### config.mk
export PLATFORM = sky130hd
export DESIGN_NAME = tlih_top
export DESIGN_NICKNAME = d
export VERILOG_FILES = /design/src/tlih_pkg.sv /design/src/tlih_top.sv
export VERILOG_INCLUDE_DIRS = /design/src
export SDC_FILE = /design/constraint.sdc
export NUM_CORES = 2
export LEC_CHECK = 0
export ABC_AREA = 1
export BUFFER_PORTS_ARGS = -buffer_cell sky130_fd_sc_hd__buf_4
export CORE_ASPECT_RATIO = 0.6
export CORE_UTILIZATION = 30
export CTS_BUF_LIST = sky130_fd_sc_hd__clkbuf_16
export CTS_CLUSTER_DIAMETER = 120
export DETAILED_ROUTE_END_ITERATION = 8
export GPL_TIMING_DRIVEN = 0
export PLACE_DENSITY = 0.59
export SETUP_SLACK_MARGIN = 0.5
export SYNTH_ARGS = -nofsm -noshare
export SYNTH_HDL_FRONTEND = slang
export SYNTH_SLANG_ARGS = --single-unit
### constraint.sdc
create_clock -name clk -period 17.46 [get_ports clk]
set_input_delay 1.746 -clock clk [delete_from_list [all_inputs] [get_ports clk]]
set_output_delay 1.746 -clock clk [all_outputs]
set_load 0.03 [all_outputs]
### src/tlih_defs.svh
`ifndef TLIH_DEFS_SVH
`define TLIH_DEFS_SVH
// ****************************************
// register byte offsets
// ****************************************
`define TLIH_OFF_EN_SET      12'h000
`define TLIH_OFF_EN_CLR      12'h004
`define TLIH_OFF_PEND_SET    12'h008
`define TLIH_OFF_PEND_CLR    12'h00c
`define TLIH_OFF_ACTIVE      12'h010
`define TLIH_OFF_MISS        12'h014
`define TLIH_OFF_PRIO_BASE   12'h100
`define TLIH_OFF_MASK_BASE   12'h200
`define TLIH_OFF_FLAG_BASE   12'h300
`define TLIH_OFF_CLAIM       12'h400
`define TLIH_OFF_DONE        12'h404
// ****************************************
// positions and reset values
// ****************************************
`define TLIH_FIRST_POS       6'd16
`define TLIH_PRIO_RESET      5'h00
`define TLIH_NONE_ID         6'h3f
`define TLIH_RESP_OKAY       2'b00
`define TLIH_RESP_SLVERR     2'b10
`endif

### src/tlih_pkg.sv
package tlih_pkg;
   typedef logic [4:0] tlih_prio_type;
   typedef logic [5:0] tlih_pos_type;
endpackage

### src/tlih_top.sv
`timescale 1ns/100ps
`include "tlih_defs.svh"
module tlih_top #(
   parameter int NUM_IRQ = 17,
   parameter int EV_W    = 16
) (
   // clock and reset
   input  wire logic                       clk,
   input  wire logic                       rst_n,
   // axi4-lite write address
   input  wire logic [11:0]                s_axi_awaddr,
   input  wire logic                       s_axi_awvalid,
   output logic                            s_axi_awready,
   // axi4-lite write data
   input  wire logic [31:0]                s_axi_wdata,
   input  wire logic [3:0]                 s_axi_wstrb,
   input  wire logic                       s_axi_wvalid,
   output logic                            s_axi_wready,
   // axi4-lite write response
   output logic [1:0]                      s_axi_bresp,
   output logic                            s_axi_bvalid,
   input  wire logic                       s_axi_bready,
   // axi4-lite read address
   input  wire logic [11:0]                s_axi_araddr,
   input  wire logic                       s_axi_arvalid,
   output logic                            s_axi_arready,
   // axi4-lite read data
   output logic [31:0]                     s_axi_rdata,
   output logic [1:0]                      s_axi_rresp,
   output logic                            s_axi_rvalid,
   input  wire logic                       s_axi_rready,
   // peripheral event sources, one pulse or level per event bit
   input  wire logic [NUM_IRQ*EV_W-1:0]    event_in,
   // direct level lines of peripherals without second level
   input  wire logic [NUM_IRQ-1:0]         direct_irq,
   input  wire logic [NUM_IRQ-1:0]         has_events,
   // core exception side
   input  wire logic                       sys_reset_req,
   input  wire logic                       nmi_req,
   input  wire logic                       hard_fault_req,
   output tlih_pkg::tlih_pos_type          exc_id,
   output logic                            exc_valid
);
   import tlih_pkg::*;

   // ****************************************
   // state
   // ****************************************
   logic [NUM_IRQ-1:0] irq_enable;
   logic [NUM_IRQ-1:0] irq_pend;
   logic [NUM_IRQ-1:0] irq_active;
   logic [NUM_IRQ-1:0] irq_miss;
   logic [EV_W-1:0]    event_mask  [NUM_IRQ];
   logic [EV_W-1:0]    event_flags [NUM_IRQ];
   tlih_prio_type      irq_prio    [NUM_IRQ];

   // ****************************************
   // axi4-lite slave
   // ****************************************
   logic [11:0] aw_addr;
   logic        aw_held;
   logic [31:0] w_data;
   logic [3:0]  w_strb;
   logic        w_held;
   logic        ar_busy;
   wire         wr_go    = aw_held && w_held && !s_axi_bvalid;
   wire  [31:0] wr_mask  = {{8{w_strb[3]}}, {8{w_strb[2]}}, {8{w_strb[1]}}, {8{w_strb[0]}}};
   wire  [31:0] wr_ones  = w_data & wr_mask;   // only written ones act
   wire  [NUM_IRQ-1:0] wr_bits = wr_ones[NUM_IRQ-1:0];

   // address decode helper, used by both channels
   function automatic logic hit(input logic [11:0] a, input logic [11:0] off);
      hit = (a == off);
   endfunction
   function automatic logic in_bank(input logic [11:0] a, input logic [11:0] base);
      in_bank = (a[11:8] == base[11:8]) && (a[7:2] < 6'(NUM_IRQ)) && (a[1:0] == 2'b00);
   endfunction

   wire w_en_set   = wr_go && hit(aw_addr, `TLIH_OFF_EN_SET);
   wire w_en_clr   = wr_go && hit(aw_addr, `TLIH_OFF_EN_CLR);
   wire w_pend_set = wr_go && hit(aw_addr, `TLIH_OFF_PEND_SET);
   wire w_pend_clr = wr_go && hit(aw_addr, `TLIH_OFF_PEND_CLR);
   wire w_miss     = wr_go && hit(aw_addr, `TLIH_OFF_MISS);
   wire w_done     = wr_go && hit(aw_addr, `TLIH_OFF_DONE);
   wire w_prio     = wr_go && in_bank(aw_addr, `TLIH_OFF_PRIO_BASE);
   wire w_mask     = wr_go && in_bank(aw_addr, `TLIH_OFF_MASK_BASE);
   wire w_flag     = wr_go && in_bank(aw_addr, `TLIH_OFF_FLAG_BASE);
   wire w_ro       = wr_go && (hit(aw_addr, `TLIH_OFF_ACTIVE) || hit(aw_addr, `TLIH_OFF_CLAIM));
   wire w_ok       = w_en_set | w_en_clr | w_pend_set | w_pend_clr | w_miss | w_done
                     | w_prio | w_mask | w_flag | w_ro;
   wire [4:0] w_idx = aw_addr[6:2];

   assign s_axi_awready = !aw_held;
   assign s_axi_wready  = !w_held;

   // write channel capture, address and data in either order
   always_ff @(posedge clk) begin
      if (!rst_n) begin
         aw_held      <= 1'b0;
         w_held       <= 1'b0;
         aw_addr      <= 12'h000;
         w_data       <= 32'h0000_0000;
         w_strb       <= 4'h0;
         s_axi_bvalid <= 1'b0;
         s_axi_bresp  <= `TLIH_RESP_OKAY;
      end else begin
         if (s_axi_awvalid && !aw_held) begin
            aw_held <= 1'b1;
            aw_addr <= s_axi_awaddr;
         end
         if (s_axi_wvalid && !w_held) begin
            w_held <= 1'b1;
            w_data <= s_axi_wdata;
            w_strb <= s_axi_wstrb;
         end
         if (wr_go) begin
            aw_held      <= 1'b0;
            w_held       <= 1'b0;
            s_axi_bvalid <= 1'b1;
            s_axi_bresp  <= w_ok ? `TLIH_RESP_OKAY : `TLIH_RESP_SLVERR;
         end else if (s_axi_bvalid && s_axi_bready) begin
            s_axi_bvalid <= 1'b0;
         end
      end
   end

   // ****************************************
   // second level: flags, masks, missed events
   // ****************************************
   logic [NUM_IRQ-1:0] ev_req;
   logic [NUM_IRQ-1:0] ev_miss_hit;
   always_comb begin
      for (int p = 0; p < NUM_IRQ; p++) begin
         ev_req[p]      = |(event_flags[p] & event_mask[p]);
         ev_miss_hit[p] = |(event_in[p*EV_W +: EV_W] & event_flags[p] & event_mask[p]);
      end
   end

   // flags: set wins over clear so a recurring event survives the ack
   always_ff @(posedge clk) begin
      if (!rst_n) begin
         for (int p = 0; p < NUM_IRQ; p++) begin
            event_flags[p] <= '0;
            event_mask[p]  <= '0;
         end
      end else begin
         for (int p = 0; p < NUM_IRQ; p++) begin
            if (w_mask && w_idx == 5'(p))
               event_mask[p] <= (event_mask[p] & ~wr_mask[EV_W-1:0])
                                | (w_data[EV_W-1:0] & wr_mask[EV_W-1:0]);
            event_flags[p] <= (event_flags[p]
                              & ~((w_flag && w_idx == 5'(p)) ? wr_ones[EV_W-1:0] : '0))
                              | event_in[p*EV_W +: EV_W];
         end
      end
   end

   // missed register, hardware set beats software clear
   always_ff @(posedge clk) begin
      if (!rst_n)
         irq_miss <= '0;
      else
         irq_miss <= (irq_miss & ~(w_miss ? wr_bits : '0)) | ev_miss_hit;
   end

   // ****************************************
   // top level: level request, pend latch, enable
   // ****************************************
   // level lines: a still-high request re-pends after a clear, hence flags first
   wire [NUM_IRQ-1:0] irq_level = (has_events & ev_req) | (~has_events & direct_irq);
   logic [NUM_IRQ-1:0] claim_bits;
   logic [NUM_IRQ-1:0] done_bits;

   always_ff @(posedge clk) begin
      if (!rst_n) begin
         irq_enable <= '0;
         irq_pend   <= '0;
         irq_active <= '0;
      end else begin
         irq_enable <= (irq_enable | (w_en_set ? wr_bits : '0))
                       & ~(w_en_clr ? wr_bits : '0);
         irq_pend   <= ((irq_pend | (w_pend_set ? wr_bits : '0))
                       & ~(w_pend_clr ? wr_bits : '0)
                       & ~claim_bits) | irq_level;
         irq_active <= (irq_active & ~done_bits) | claim_bits;
      end
   end

   // ****************************************
   // priority arbitration
   // ****************************************
   wire [NUM_IRQ-1:0] irq_ready = irq_pend & irq_enable;
   logic [5:0]        best_n;
   tlih_prio_type     best_p;
   logic              best_v;
   // strict less-than keeps the lowest index on ties
   always_comb begin
      best_n = 6'h00;
      best_p = 5'h1f;
      best_v = 1'b0;
      for (int n = 0; n < NUM_IRQ; n++) begin
         if (irq_ready[n] && (!best_v || irq_prio[n] < best_p)) begin
            best_v = 1'b1;
            best_p = irq_prio[n];
            best_n = 6'(n);
         end
      end
   end

   // fixed exceptions bypass the software levels entirely
   wire          fixed_v  = sys_reset_req | nmi_req | hard_fault_req;
   wire [5:0]    fixed_id = sys_reset_req ? 6'd1 : (nmi_req ? 6'd2 : 6'd3);
   wire [5:0]    next_id  = fixed_v ? fixed_id
                          : (best_v ? best_n + `TLIH_FIRST_POS : `TLIH_NONE_ID);
   // claim strobe sits here so arbitration and read data share one decode
   wire          rd_go       = s_axi_arvalid && !ar_busy;
   wire          rd_claim_go = rd_go && hit(s_axi_araddr, `TLIH_OFF_CLAIM);
   wire          claim_go    = rd_claim_go && best_v && !fixed_v;

   always_comb begin
      claim_bits = '0;
      done_bits  = '0;
      if (claim_go)
         claim_bits[best_n[4:0]] = 1'b1;
      if (w_done)
         done_bits = wr_bits;
   end

   always_ff @(posedge clk) begin
      if (!rst_n) begin
         exc_id    <= `TLIH_NONE_ID;
         exc_valid <= 1'b0;
      end else begin
         exc_id    <= next_id;
         exc_valid <= fixed_v | best_v;
      end
   end

   // priority registers, one per line in the low five bits
   always_ff @(posedge clk) begin
      if (!rst_n) begin
         for (int n = 0; n < NUM_IRQ; n++)
            irq_prio[n] <= `TLIH_PRIO_RESET;
      end else if (w_prio && w_strb[0]) begin
         irq_prio[w_idx] <= w_data[4:0];
      end
   end

   // ****************************************
   // read channel
   // ****************************************
   wire [4:0]   r_idx       = s_axi_araddr[6:2];
   logic [31:0] rd_val;
   logic        rd_ok;
   // claim read hands out the winner and marks it active
   always_comb begin
      rd_val = 32'h0000_0000;
      rd_ok  = 1'b1;
      if (hit(s_axi_araddr, `TLIH_OFF_EN_SET) || hit(s_axi_araddr, `TLIH_OFF_EN_CLR))
         rd_val[NUM_IRQ-1:0] = irq_enable;
      else if (hit(s_axi_araddr, `TLIH_OFF_PEND_SET) || hit(s_axi_araddr, `TLIH_OFF_PEND_CLR))
         rd_val[NUM_IRQ-1:0] = irq_pend;
      else if (hit(s_axi_araddr, `TLIH_OFF_ACTIVE))
         rd_val[NUM_IRQ-1:0] = irq_active;
      else if (hit(s_axi_araddr, `TLIH_OFF_MISS))
         rd_val[NUM_IRQ-1:0] = irq_miss;
      else if (hit(s_axi_araddr, `TLIH_OFF_CLAIM))
         rd_val[5:0] = (best_v && !fixed_v) ? best_n + `TLIH_FIRST_POS : `TLIH_NONE_ID;
      else if (in_bank(s_axi_araddr, `TLIH_OFF_PRIO_BASE))
         rd_val[4:0] = irq_prio[r_idx];
      else if (in_bank(s_axi_araddr, `TLIH_OFF_MASK_BASE))
         rd_val[EV_W-1:0] = event_mask[r_idx];
      else if (in_bank(s_axi_araddr, `TLIH_OFF_FLAG_BASE))
         rd_val[EV_W-1:0] = event_flags[r_idx];
      else
         rd_ok = 1'b0;
   end

   assign s_axi_arready = !ar_busy;

   always_ff @(posedge clk) begin
      if (!rst_n) begin
         ar_busy      <= 1'b0;
         s_axi_rvalid <= 1'b0;
         s_axi_rdata  <= 32'h0000_0000;
         s_axi_rresp  <= `TLIH_RESP_OKAY;
      end else if (rd_go) begin
         ar_busy      <= 1'b1;
         s_axi_rvalid <= 1'b1;
         s_axi_rdata  <= rd_val;
         s_axi_rresp  <= rd_ok ? `TLIH_RESP_OKAY : `TLIH_RESP_SLVERR;
      end else if (s_axi_rvalid && s_axi_rready) begin
         ar_busy      <= 1'b0;
         s_axi_rvalid <= 1'b0;
      end
   end
endmodule // tlih_top

==> Word level (Yosys, flattened, before mapping) <==
Memory sizes are Yosys's and may differ from the RTL's.
Index checks and enable logic that the tools add are counted.
W data, S select, Z words.
{ "classes": {"addsub": 1, "n_lt_le_gt_ge": 20, "n_eq_ne": 35, "mux": 198, "n_bitwise": 206, "reduce_logical": 168} }
{ "op_table": {"columns": ["cell", "n"], "rows": [
  ["$and A16 B16 Y16", 86],
  ["$mux W16", 54],
  ["$or A16 B16 Y16", 34],
  ["$reduce_or A16 Y1", 34],
  ["$not A16 Y16", 18],
  ["$mux W17", 10],
  ["$and A17 B17 Y17", 9],
  ["$mux W6", 19],
  ["$not A17 Y17", 6],
  ["$or A17 B17 Y17", 6],
  ["$mux W5", 19],
  ["$mux W1", 90],
  ["$logic_and A1 B1 Y1", 85],
  ["$lt A5 B5 Y1", 16],
  ["$eq A12 B4 Y1 const B", 4],
  ["$eq A12 B5 Y1 const B", 4],
  ["$or A1 B1 Y1", 46],
  ["$eq A5 B4 Y1 const B", 8],
  ["$eq A12 B11 Y1 const B", 3],
  ["$eq A12 B3 Y1 const B", 2],
  ["$logic_not A12 Y1", 2],
  ["$logic_not A1 Y1", 21],
  ["$eq A5 B3 Y1 const B", 4],
  ["$logic_or A1 B1 Y1", 19],
  ["other kinds (19)", 29]
]} }
{ "word_totals": {"regBits": 132, "mem_bits_rw": 629, "output_inout_bits": 48, "wordCells": 647, "mem_count": 3} }
{ "memory_table": {"columns": ["memory", "words", "width", "read_ports", "rd_clocked_by_memory_dff", "write_ports", "line", "rtl"], "rows": [
  ["event_flags", 17, 16, 18, 0, 17, "tlih_top.sv:54", "logic [EV_W-1:0] event_flags [NUM_IRQ];"],
  ["event_mask", 17, 16, 18, 0, 17, "tlih_top.sv:53", "logic [EV_W-1:0] event_mask [NUM_IRQ];"],
  ["irq_prio", 17, 5, 18, 0, 17, "tlih_top.sv:55", "tlih_prio_type irq_prio [NUM_IRQ];"]
]} }

==> Logic depth before layout (Yosys ltp) <==
{ "logic_depth": {"word_depth": 74, "mapped_depth": 168} }

==> Least setup slack after synthesis <==
No wires, ideal clock.
{ "synth_timing": {"path_kind": "flip-flop to flip-flop", "from": "reg irq_pend[0]", "to": "reg irq_pend[4]", "arrival_ps": 16939, "t_required_ps": 17332, "setup_slack_ps": 393, "stages_incl_launch_ff": 149, "cell_sequence": "dfxtp_1 nand2_4 nor2_1 ha_1 a31oi_1 nand3_2 nand2_4 nand2_4 o21ai_0 ha_1 nand2_1 nor2_2 nand2_1 nand3_2 nand2_2 nand2_4 o21ai_0 ha_1 (+113 left out) nand2_2 nand2_1 buf_2 nand2_1 o21ai_0 ha_1 a21oi_1 nor2_1 a211oi_1 nand2_1 nand2_2 nand2_4 nand2_4 inv_2 nor2_4 nand2_1 o211ai_1 a21oi_1"} }
{ "synth_between": {"elab_chain_len": 74} }
{ "synth_rtl": {"columns": ["item", "line", "rtl"], "rows": [
  ["start: declaration", "tlih_top.sv:50", "logic [NUM_IRQ-1:0] irq_pend;"],
  ["start signal: assignment", "tlih_top.sv:182", "irq_pend <= ((irq_pend | (w_pend_set ? wr_bits : '0))"],
  ["$and A17 B17 Y17 (*)", "tlih_top.sv:192", "wire [NUM_IRQ-1:0] irq_ready = irq_pend & irq_enable;"],
  ["$mux W5 or $mux W1 (tied branches)", "tlih_top.sv:202", "if (irq_ready[n] && (!best_v || irq_prio[n] < best_p)) begin"],
  ["$lt A5 B5 Y1 or $logic_not A1 Y1 (tied branches)", "tlih_top.sv:202", null],
  ["$logic_or A1 B1 Y1", "tlih_top.sv:202", null],
  ["$logic_and A1 B1 Y1", "tlih_top.sv:202", null],
  ["$mux W5 or $mux W1 (tied branches)", "tlih_top.sv:202", null],
  ["$lt A5 B5 Y1 or $logic_not A1 Y1 (tied branches)", "tlih_top.sv:202", null],
  ["$logic_or A1 B1 Y1", "tlih_top.sv:202", null],
  ["(+58 left out)", null, null],
  ["$lt A5 B6 Y1 (implied by the code) or $ge A5 B1 Y1 (tied branches)", "tlih_top.sv:224", "claim_bits[best_n[4:0]] = 1'b1;"],
  ["$logic_and A1 B1 Y1 (implied by the code)", "tlih_top.sv:224", null],
  ["$mux W1 (implied by the code)", "tlih_top.sv:224", null],
  ["$demux W1 S5", "tlih_top.sv:224", null],
  ["$mux W17 (*)", "tlih_top.sv:223", "if (claim_go)"],
  ["$not A17 Y17 (*)", "tlih_top.sv:184", "& ~claim_bits) | irq_level;"],
  ["$and A17 B17 Y17 (*)", "tlih_top.sv:184", null],
  ["$or A17 B17 Y17 (*)", "tlih_top.sv:184", null]
]} }
Mark *: on every way between the ends. The rest lies on a longest branch, timed or not.
A chain may end at the register's enable or synchronous reset.

==> results.txt <==
----------------------------------------------------
[Outcome]
  Status ... finished with violations
  Violations in the final reports ... max-capacitance violations, max-slew violations, negative setup slack

[STA]
  Slew @ Worst Pin ... 1.81 ns
  Final Cycle Share ... 100%
  Setup-violating endpoint count in the final report ... 6
  Setup ws final ... -0.0190 ns
  Worst slew margin ... -22.5%
  Max Transition Viols Final ... 199
  Fin Setup TNS ... -0.0560 ns
  RSZ-0062 raised after global routing ... yes
  Max frequency ... 57.2 MHz
  Clock skew after layout ... 0.0374 ns
  Min Tclk post-route ... 17.48 ns
  Hold Fails Final Rpt ... 0

[Placement]
  Post-Place Worst Slack ... -3.56 ns
  Count of input and output buffers ... 389
  GP Congestion ... 1.12
  Cell count after placement ... 7576
  Final HPWL from detailed placement ... 209 mm

[Logic synthesis]
  Portion of synthesized cell area occupied by the leading cell type ... between 20% and 30%
  Main synth FF type ... sky130_fd_sc_hd__dfxtp_1
  Cell taking the most area after synthesis ... sky130_fd_sc_hd__edfxtp_1
  Sequential area share after synthesis ... 46.9%
  Synth warn ... 0
  Post-Syn Area per Cell ... between 7 and 8 µm²
  EDFF count, synth ... 384
  Netlist area before placement ... 41700 µm²
  Post-synthesis instance total ... 5307
  Fraction of registers with async set/reset ... 0%
  Post-synth cell types ... 55
  Number of synthesized register bits ... slightly below 800
  Cell types with the largest area share after synthesis ... sky130_fd_sc_hd__edfxtp_1 28%, sky130_fd_sc_hd__dfxtp_1 19%, sky130_fd_sc_hd__a21oi_1 7.7%, sky130_fd_sc_hd__nand2_1 6.8%, sky130_fd_sc_hd__o21ai_0 6.0%

[CTS]
  H-tree lvl count ... 3
  Clock Tree Buf Depth ... 3
  Insertion delay of the later-clocked pin in the worst-skew pair ... 0.72 ns
  Clock root buffer ... sky130_fd_sc_hd__clkbuf_16
  Clock-pin slew reported for the worst setup and hold paths after clock tree synthesis ... 0.07 ns
  Total number of clock tree sinks ... ~790
  CTS tree ... built
  Post-CTS Hold Fix Bufs ... 0
  Number of clock buffers inserted by TritonCTS ... 83

[Min path]
  Worst hold path endpoint ... s_axi_rdata[11]$_SDFFE_PN0P_
  Hold wc startpoint ... s_axi_rdata[11]$_SDFFE_PN0P_
  Class of the worst hold path ... register to register
  Hold Path Depth ... 2

[Global routing]
  Met1 track utilization from global routing ... between 50 and 60%
  First-pass GRT wire length ... 352 mm
  Most used routing layer in global routing ... met1
  Overall Global Routing Usage ... 36.2%
  Vias in the first global route ... 43131
  Number of antenna violations at the first check in global routing ... 28
  GRT met3 Usage ... 19.7%
  Pin count of the biggest net entering global routing ... 18
  Total overflow reported by the global router ... 0
  Met2 Usage GRT ... 44.3%

[Routing]
  Detailed Route Iter0 Violations ... just over 9000
  DR pass1 iterations ... 8
  Antenna-violating nets left ... 0
  Post-DR wirelength/cell ... 33.7 µm
  Vias ... 48592
  WL final ... between 200 and 300 mm
  Routed via count divided by cell count ... around 6.1
  DRC ... 0

[Flow run]
  Max cap viols ... 27

[Floorplan]
  Die ar. ... roughly 140000 µm²
  Boundary pin count ... 424
  Chip width ... 484 µm
  Initial standard-cell utilization of the core ... between 30% and 40%
  Row cnt ... 105
  Core area ... ~140000 µm²
  DIE HEIGHT ... 291 µm

[Worst setup path]
  Crit path arrival time ... roughly 18 ns
  Crit-path max cell delay ... ~0.50 ns
  Critical path peak fanout ... 7
  Sort of element at the start of the critical path ... register
  Worst setup slack for register-to-register paths ... -0.02 ns
  Path type of the worst setup path ... register to register
  Worst path bufs/invs ... 18
  Master of the slowest instance on the critical path ... sky130_fd_sc_hd__edfxtp_1
  Reg2reg end ... irq_pend[6]$_SDFF_PN0_
  Cell repeated most along the worst path ... sky130_fd_sc_hd__nand2_4
  Data required time at the worst endpoint ... 18.03 ns
  Type of destination of the critical path ... register
  Reg2reg start ... irq_prio[0][2]$_SDFFCE_PN0P_
  Worst r2r path cells ... 159
  Family with the most delay on the worst path ... simple AND/OR/NAND/NOR gates

[Pwr]
  Power per standard cell area ... 88.7 nW/µm²
  Standby leakage power ... 21.6 nW
  Internal power ... between 0.003 and 0.004 W
  IR drop worst, VDD ... between 60 and 70 µV
  Switching share of power ... 31.8%
  Switching power summed over all nets ... 0.00151 W
  Combinational fraction of design power ... 15.6%
  Part of the total power dissipated in sequential elements ... 44.9%
  Clk pwr share ... between 30% and 40%
  Overall Power ... 0.00475 W

[Cells and area]
  Area taken by flip-flops and latches ... 19600 µm²
  Area growth from synthesis to layout ... 28.4%
  Number of filler instances in the final layout ... around 14000
  Most common cell after layout, fill and taps aside ... sky130_fd_sc_hd__nand2_1
  Final cell count without fillers ... 7905
  Net total in the final layout ... around 6400
  Area of the multi-input gates ... approximately 21000 µm²
  Commonest cells after routing, fill and taps aside ... 665 x sky130_fd_sc_hd__nand2_1, 624 x sky130_fd_sc_hd__a21oi_1, 573 x sky130_fd_sc_hd__nor2_1
  Layout cell share with drive strength beyond 1 ... 18.7%

----------------------------------------------------
## repair_timing
item,CTS,global route
endpoints found under the setup margin,46,46
gates resized for setup,220,230
buffers inserted,97,50
pin swaps,129,203
cloned,1,0
## cell type report
class / count / share of cell area (%)
Clock inverter: 68 / 0.960
Buffer: 320 / 2.75
Multi-Input combinational cell: 3691 / 39.2
Clock buffer: 88 / 4.11
Sequential cell: 786 / 36.6
Antenna cell: 21 / 0.0981
Timing Repair Buffer: 559 / 8.18
Inverter: 553 / 3.93
Tap cell: 1819 / 4.25
## through the flow
step | hold WS [ns] | utilization [%] | area, µm²
5_1_grt | 0.486 | 39.0 | 53500
3_3_place_gp | 0.459 | 34.3 | 47100
3_5_place_dp | 0.464 | 34.6 | 47600
6_report | 0.473 | 39.0 | 53600
4_1_cts | 0.474 | 37.8 | 51900
2_1_floorplan | 0.445 | - | 41900
## metal layers
metal	part of all wire, %	up-vias
met5	0.041	-
met4	3.6	10
met3	19	511
met2	36	4352
met1	41	23671
li1	-	20048
## synthesized netlist by cell type (5+ instances only)
library cell / number
sky130_fd_sc_hd__dlygate4sd3_1: 5
sky130_fd_sc_hd__a21boi_0: 15
sky130_fd_sc_hd__nand4_1: 113
sky130_fd_sc_hd__nand2_2: 40
sky130_fd_sc_hd__o221ai_1: 12
sky130_fd_sc_hd__a211o_1: 8
sky130_fd_sc_hd__nor2_1: 592
sky130_fd_sc_hd__a22o_1: 6
sky130_fd_sc_hd__buf_2: 17
sky130_fd_sc_hd__a22oi_1: 39
sky130_fd_sc_hd__o41ai_1: 17
sky130_fd_sc_hd__nand3b_1: 16
sky130_fd_sc_hd__o2111ai_1: 13
sky130_fd_sc_hd__o21ai_0: 502
sky130_fd_sc_hd__clkbuf_1: 252
sky130_fd_sc_hd__buf_1: 13
sky130_fd_sc_hd__edfxtp_1: 384
sky130_fd_sc_hd__a31oi_1: 27
sky130_fd_sc_hd__clkinv_1: 32
sky130_fd_sc_hd__nand2_4: 29
sky130_fd_sc_hd__o22ai_1: 332
sky130_fd_sc_hd__nand3_1: 182
sky130_fd_sc_hd__o211ai_1: 40
sky130_fd_sc_hd__inv_2: 8
sky130_fd_sc_hd__buf_6: 6
sky130_fd_sc_hd__o21bai_1: 28
sky130_fd_sc_hd__o32ai_1: 5
sky130_fd_sc_hd__a21oi_1: 644
sky130_fd_sc_hd__nand3_2: 21
sky130_fd_sc_hd__nor4_1: 37
sky130_fd_sc_hd__o21ai_1: 8
sky130_fd_sc_hd__ha_1: 36
sky130_fd_sc_hd__o31ai_1: 25
sky130_fd_sc_hd__nand2_1: 760
sky130_fd_sc_hd__dfxtp_1: 402
sky130_fd_sc_hd__a221oi_1: 24
sky130_fd_sc_hd__nor3_1: 42
sky130_fd_sc_hd__dlygate4sd1_1: 6
sky130_fd_sc_hd__nor2_2: 10
sky130_fd_sc_hd__buf_4: 18
sky130_fd_sc_hd__inv_1: 513
## tightest hold or removal path, cell delays in order, from the launching register on
cell,delay (ns)
sky130_fd_sc_hd__dfxtp_1,0.31
sky130_fd_sc_hd__nand2_1,0.06
sky130_fd_sc_hd__a21oi_1,0.06
## worst max path at each step
stage / from / slack, ns / cells after the start / to
floorplan: irq_pend[0]$_SDFF_PN0_ / 0.52 / 150 / irq_pend[4]$_SDFF_PN0_
global placement: irq_enable[0]$_SDFF_PN0_ / -3.36 / 152 / s_axi_rdata[0]$_SDFFE_PN0P_
detailed placement: irq_enable[0]$_SDFF_PN0_ / -3.56 / 152 / s_axi_rdata[0]$_SDFFE_PN0P_
CTS: irq_prio[0][2]$_SDFFCE_PN0P_ / -0.27 / 160 / s_axi_rdata[4]$_SDFFE_PN0P_
global route: irq_prio[0][2]$_SDFFCE_PN0P_ / -0.79 / 157 / irq_pend[7]$_SDFF_PN0_
finish: irq_prio[0][2]$_SDFFCE_PN0P_ / -0.02 / 159 / irq_pend[6]$_SDFF_PN0_
## power by group through the flow
stage                     Sequential (W)  Combinational [W]  Clock, W
final                            0.00213           0.000741   0.00188
after detailed placement         0.00216           0.000674         0
after CTS                        0.00212           0.000681   0.00185
after global placement           0.00216           0.000657         0
after floorplan                  0.00212           0.000307         0
after global routing             0.00214           0.000751   0.00192
## sequential cells by signal (all words and copies together) (netlist names)
signal,count
irq_pend,17
aw_addr,12
s_axi_rresp,1
irq_prio,112
w_data,17
s_axi_bvalid,1
irq_miss,17
event_mask,272
w_held,1
s_axi_bresp,1
exc_id,6
irq_active,17
aw_held,1
s_axi_rdata,17
ar_busy,1
w_strb,3
irq_enable,17
event_flags,272
exc_valid,1
## cells by family after synthesis
group                      count (synthesis)  synth area share (%)
and+or+nand+nor                         1848                  19.6
buffers and inverters                    873                  8.40
other                                      1               0.00898
AOI/OAI and AO/OA                       1761                  24.0
adders and majority gates                 36                  1.08
DFF                                      786                  46.9
muxes                                      2                0.0480
No activity file was read; power rests on OpenSTA's default activity.
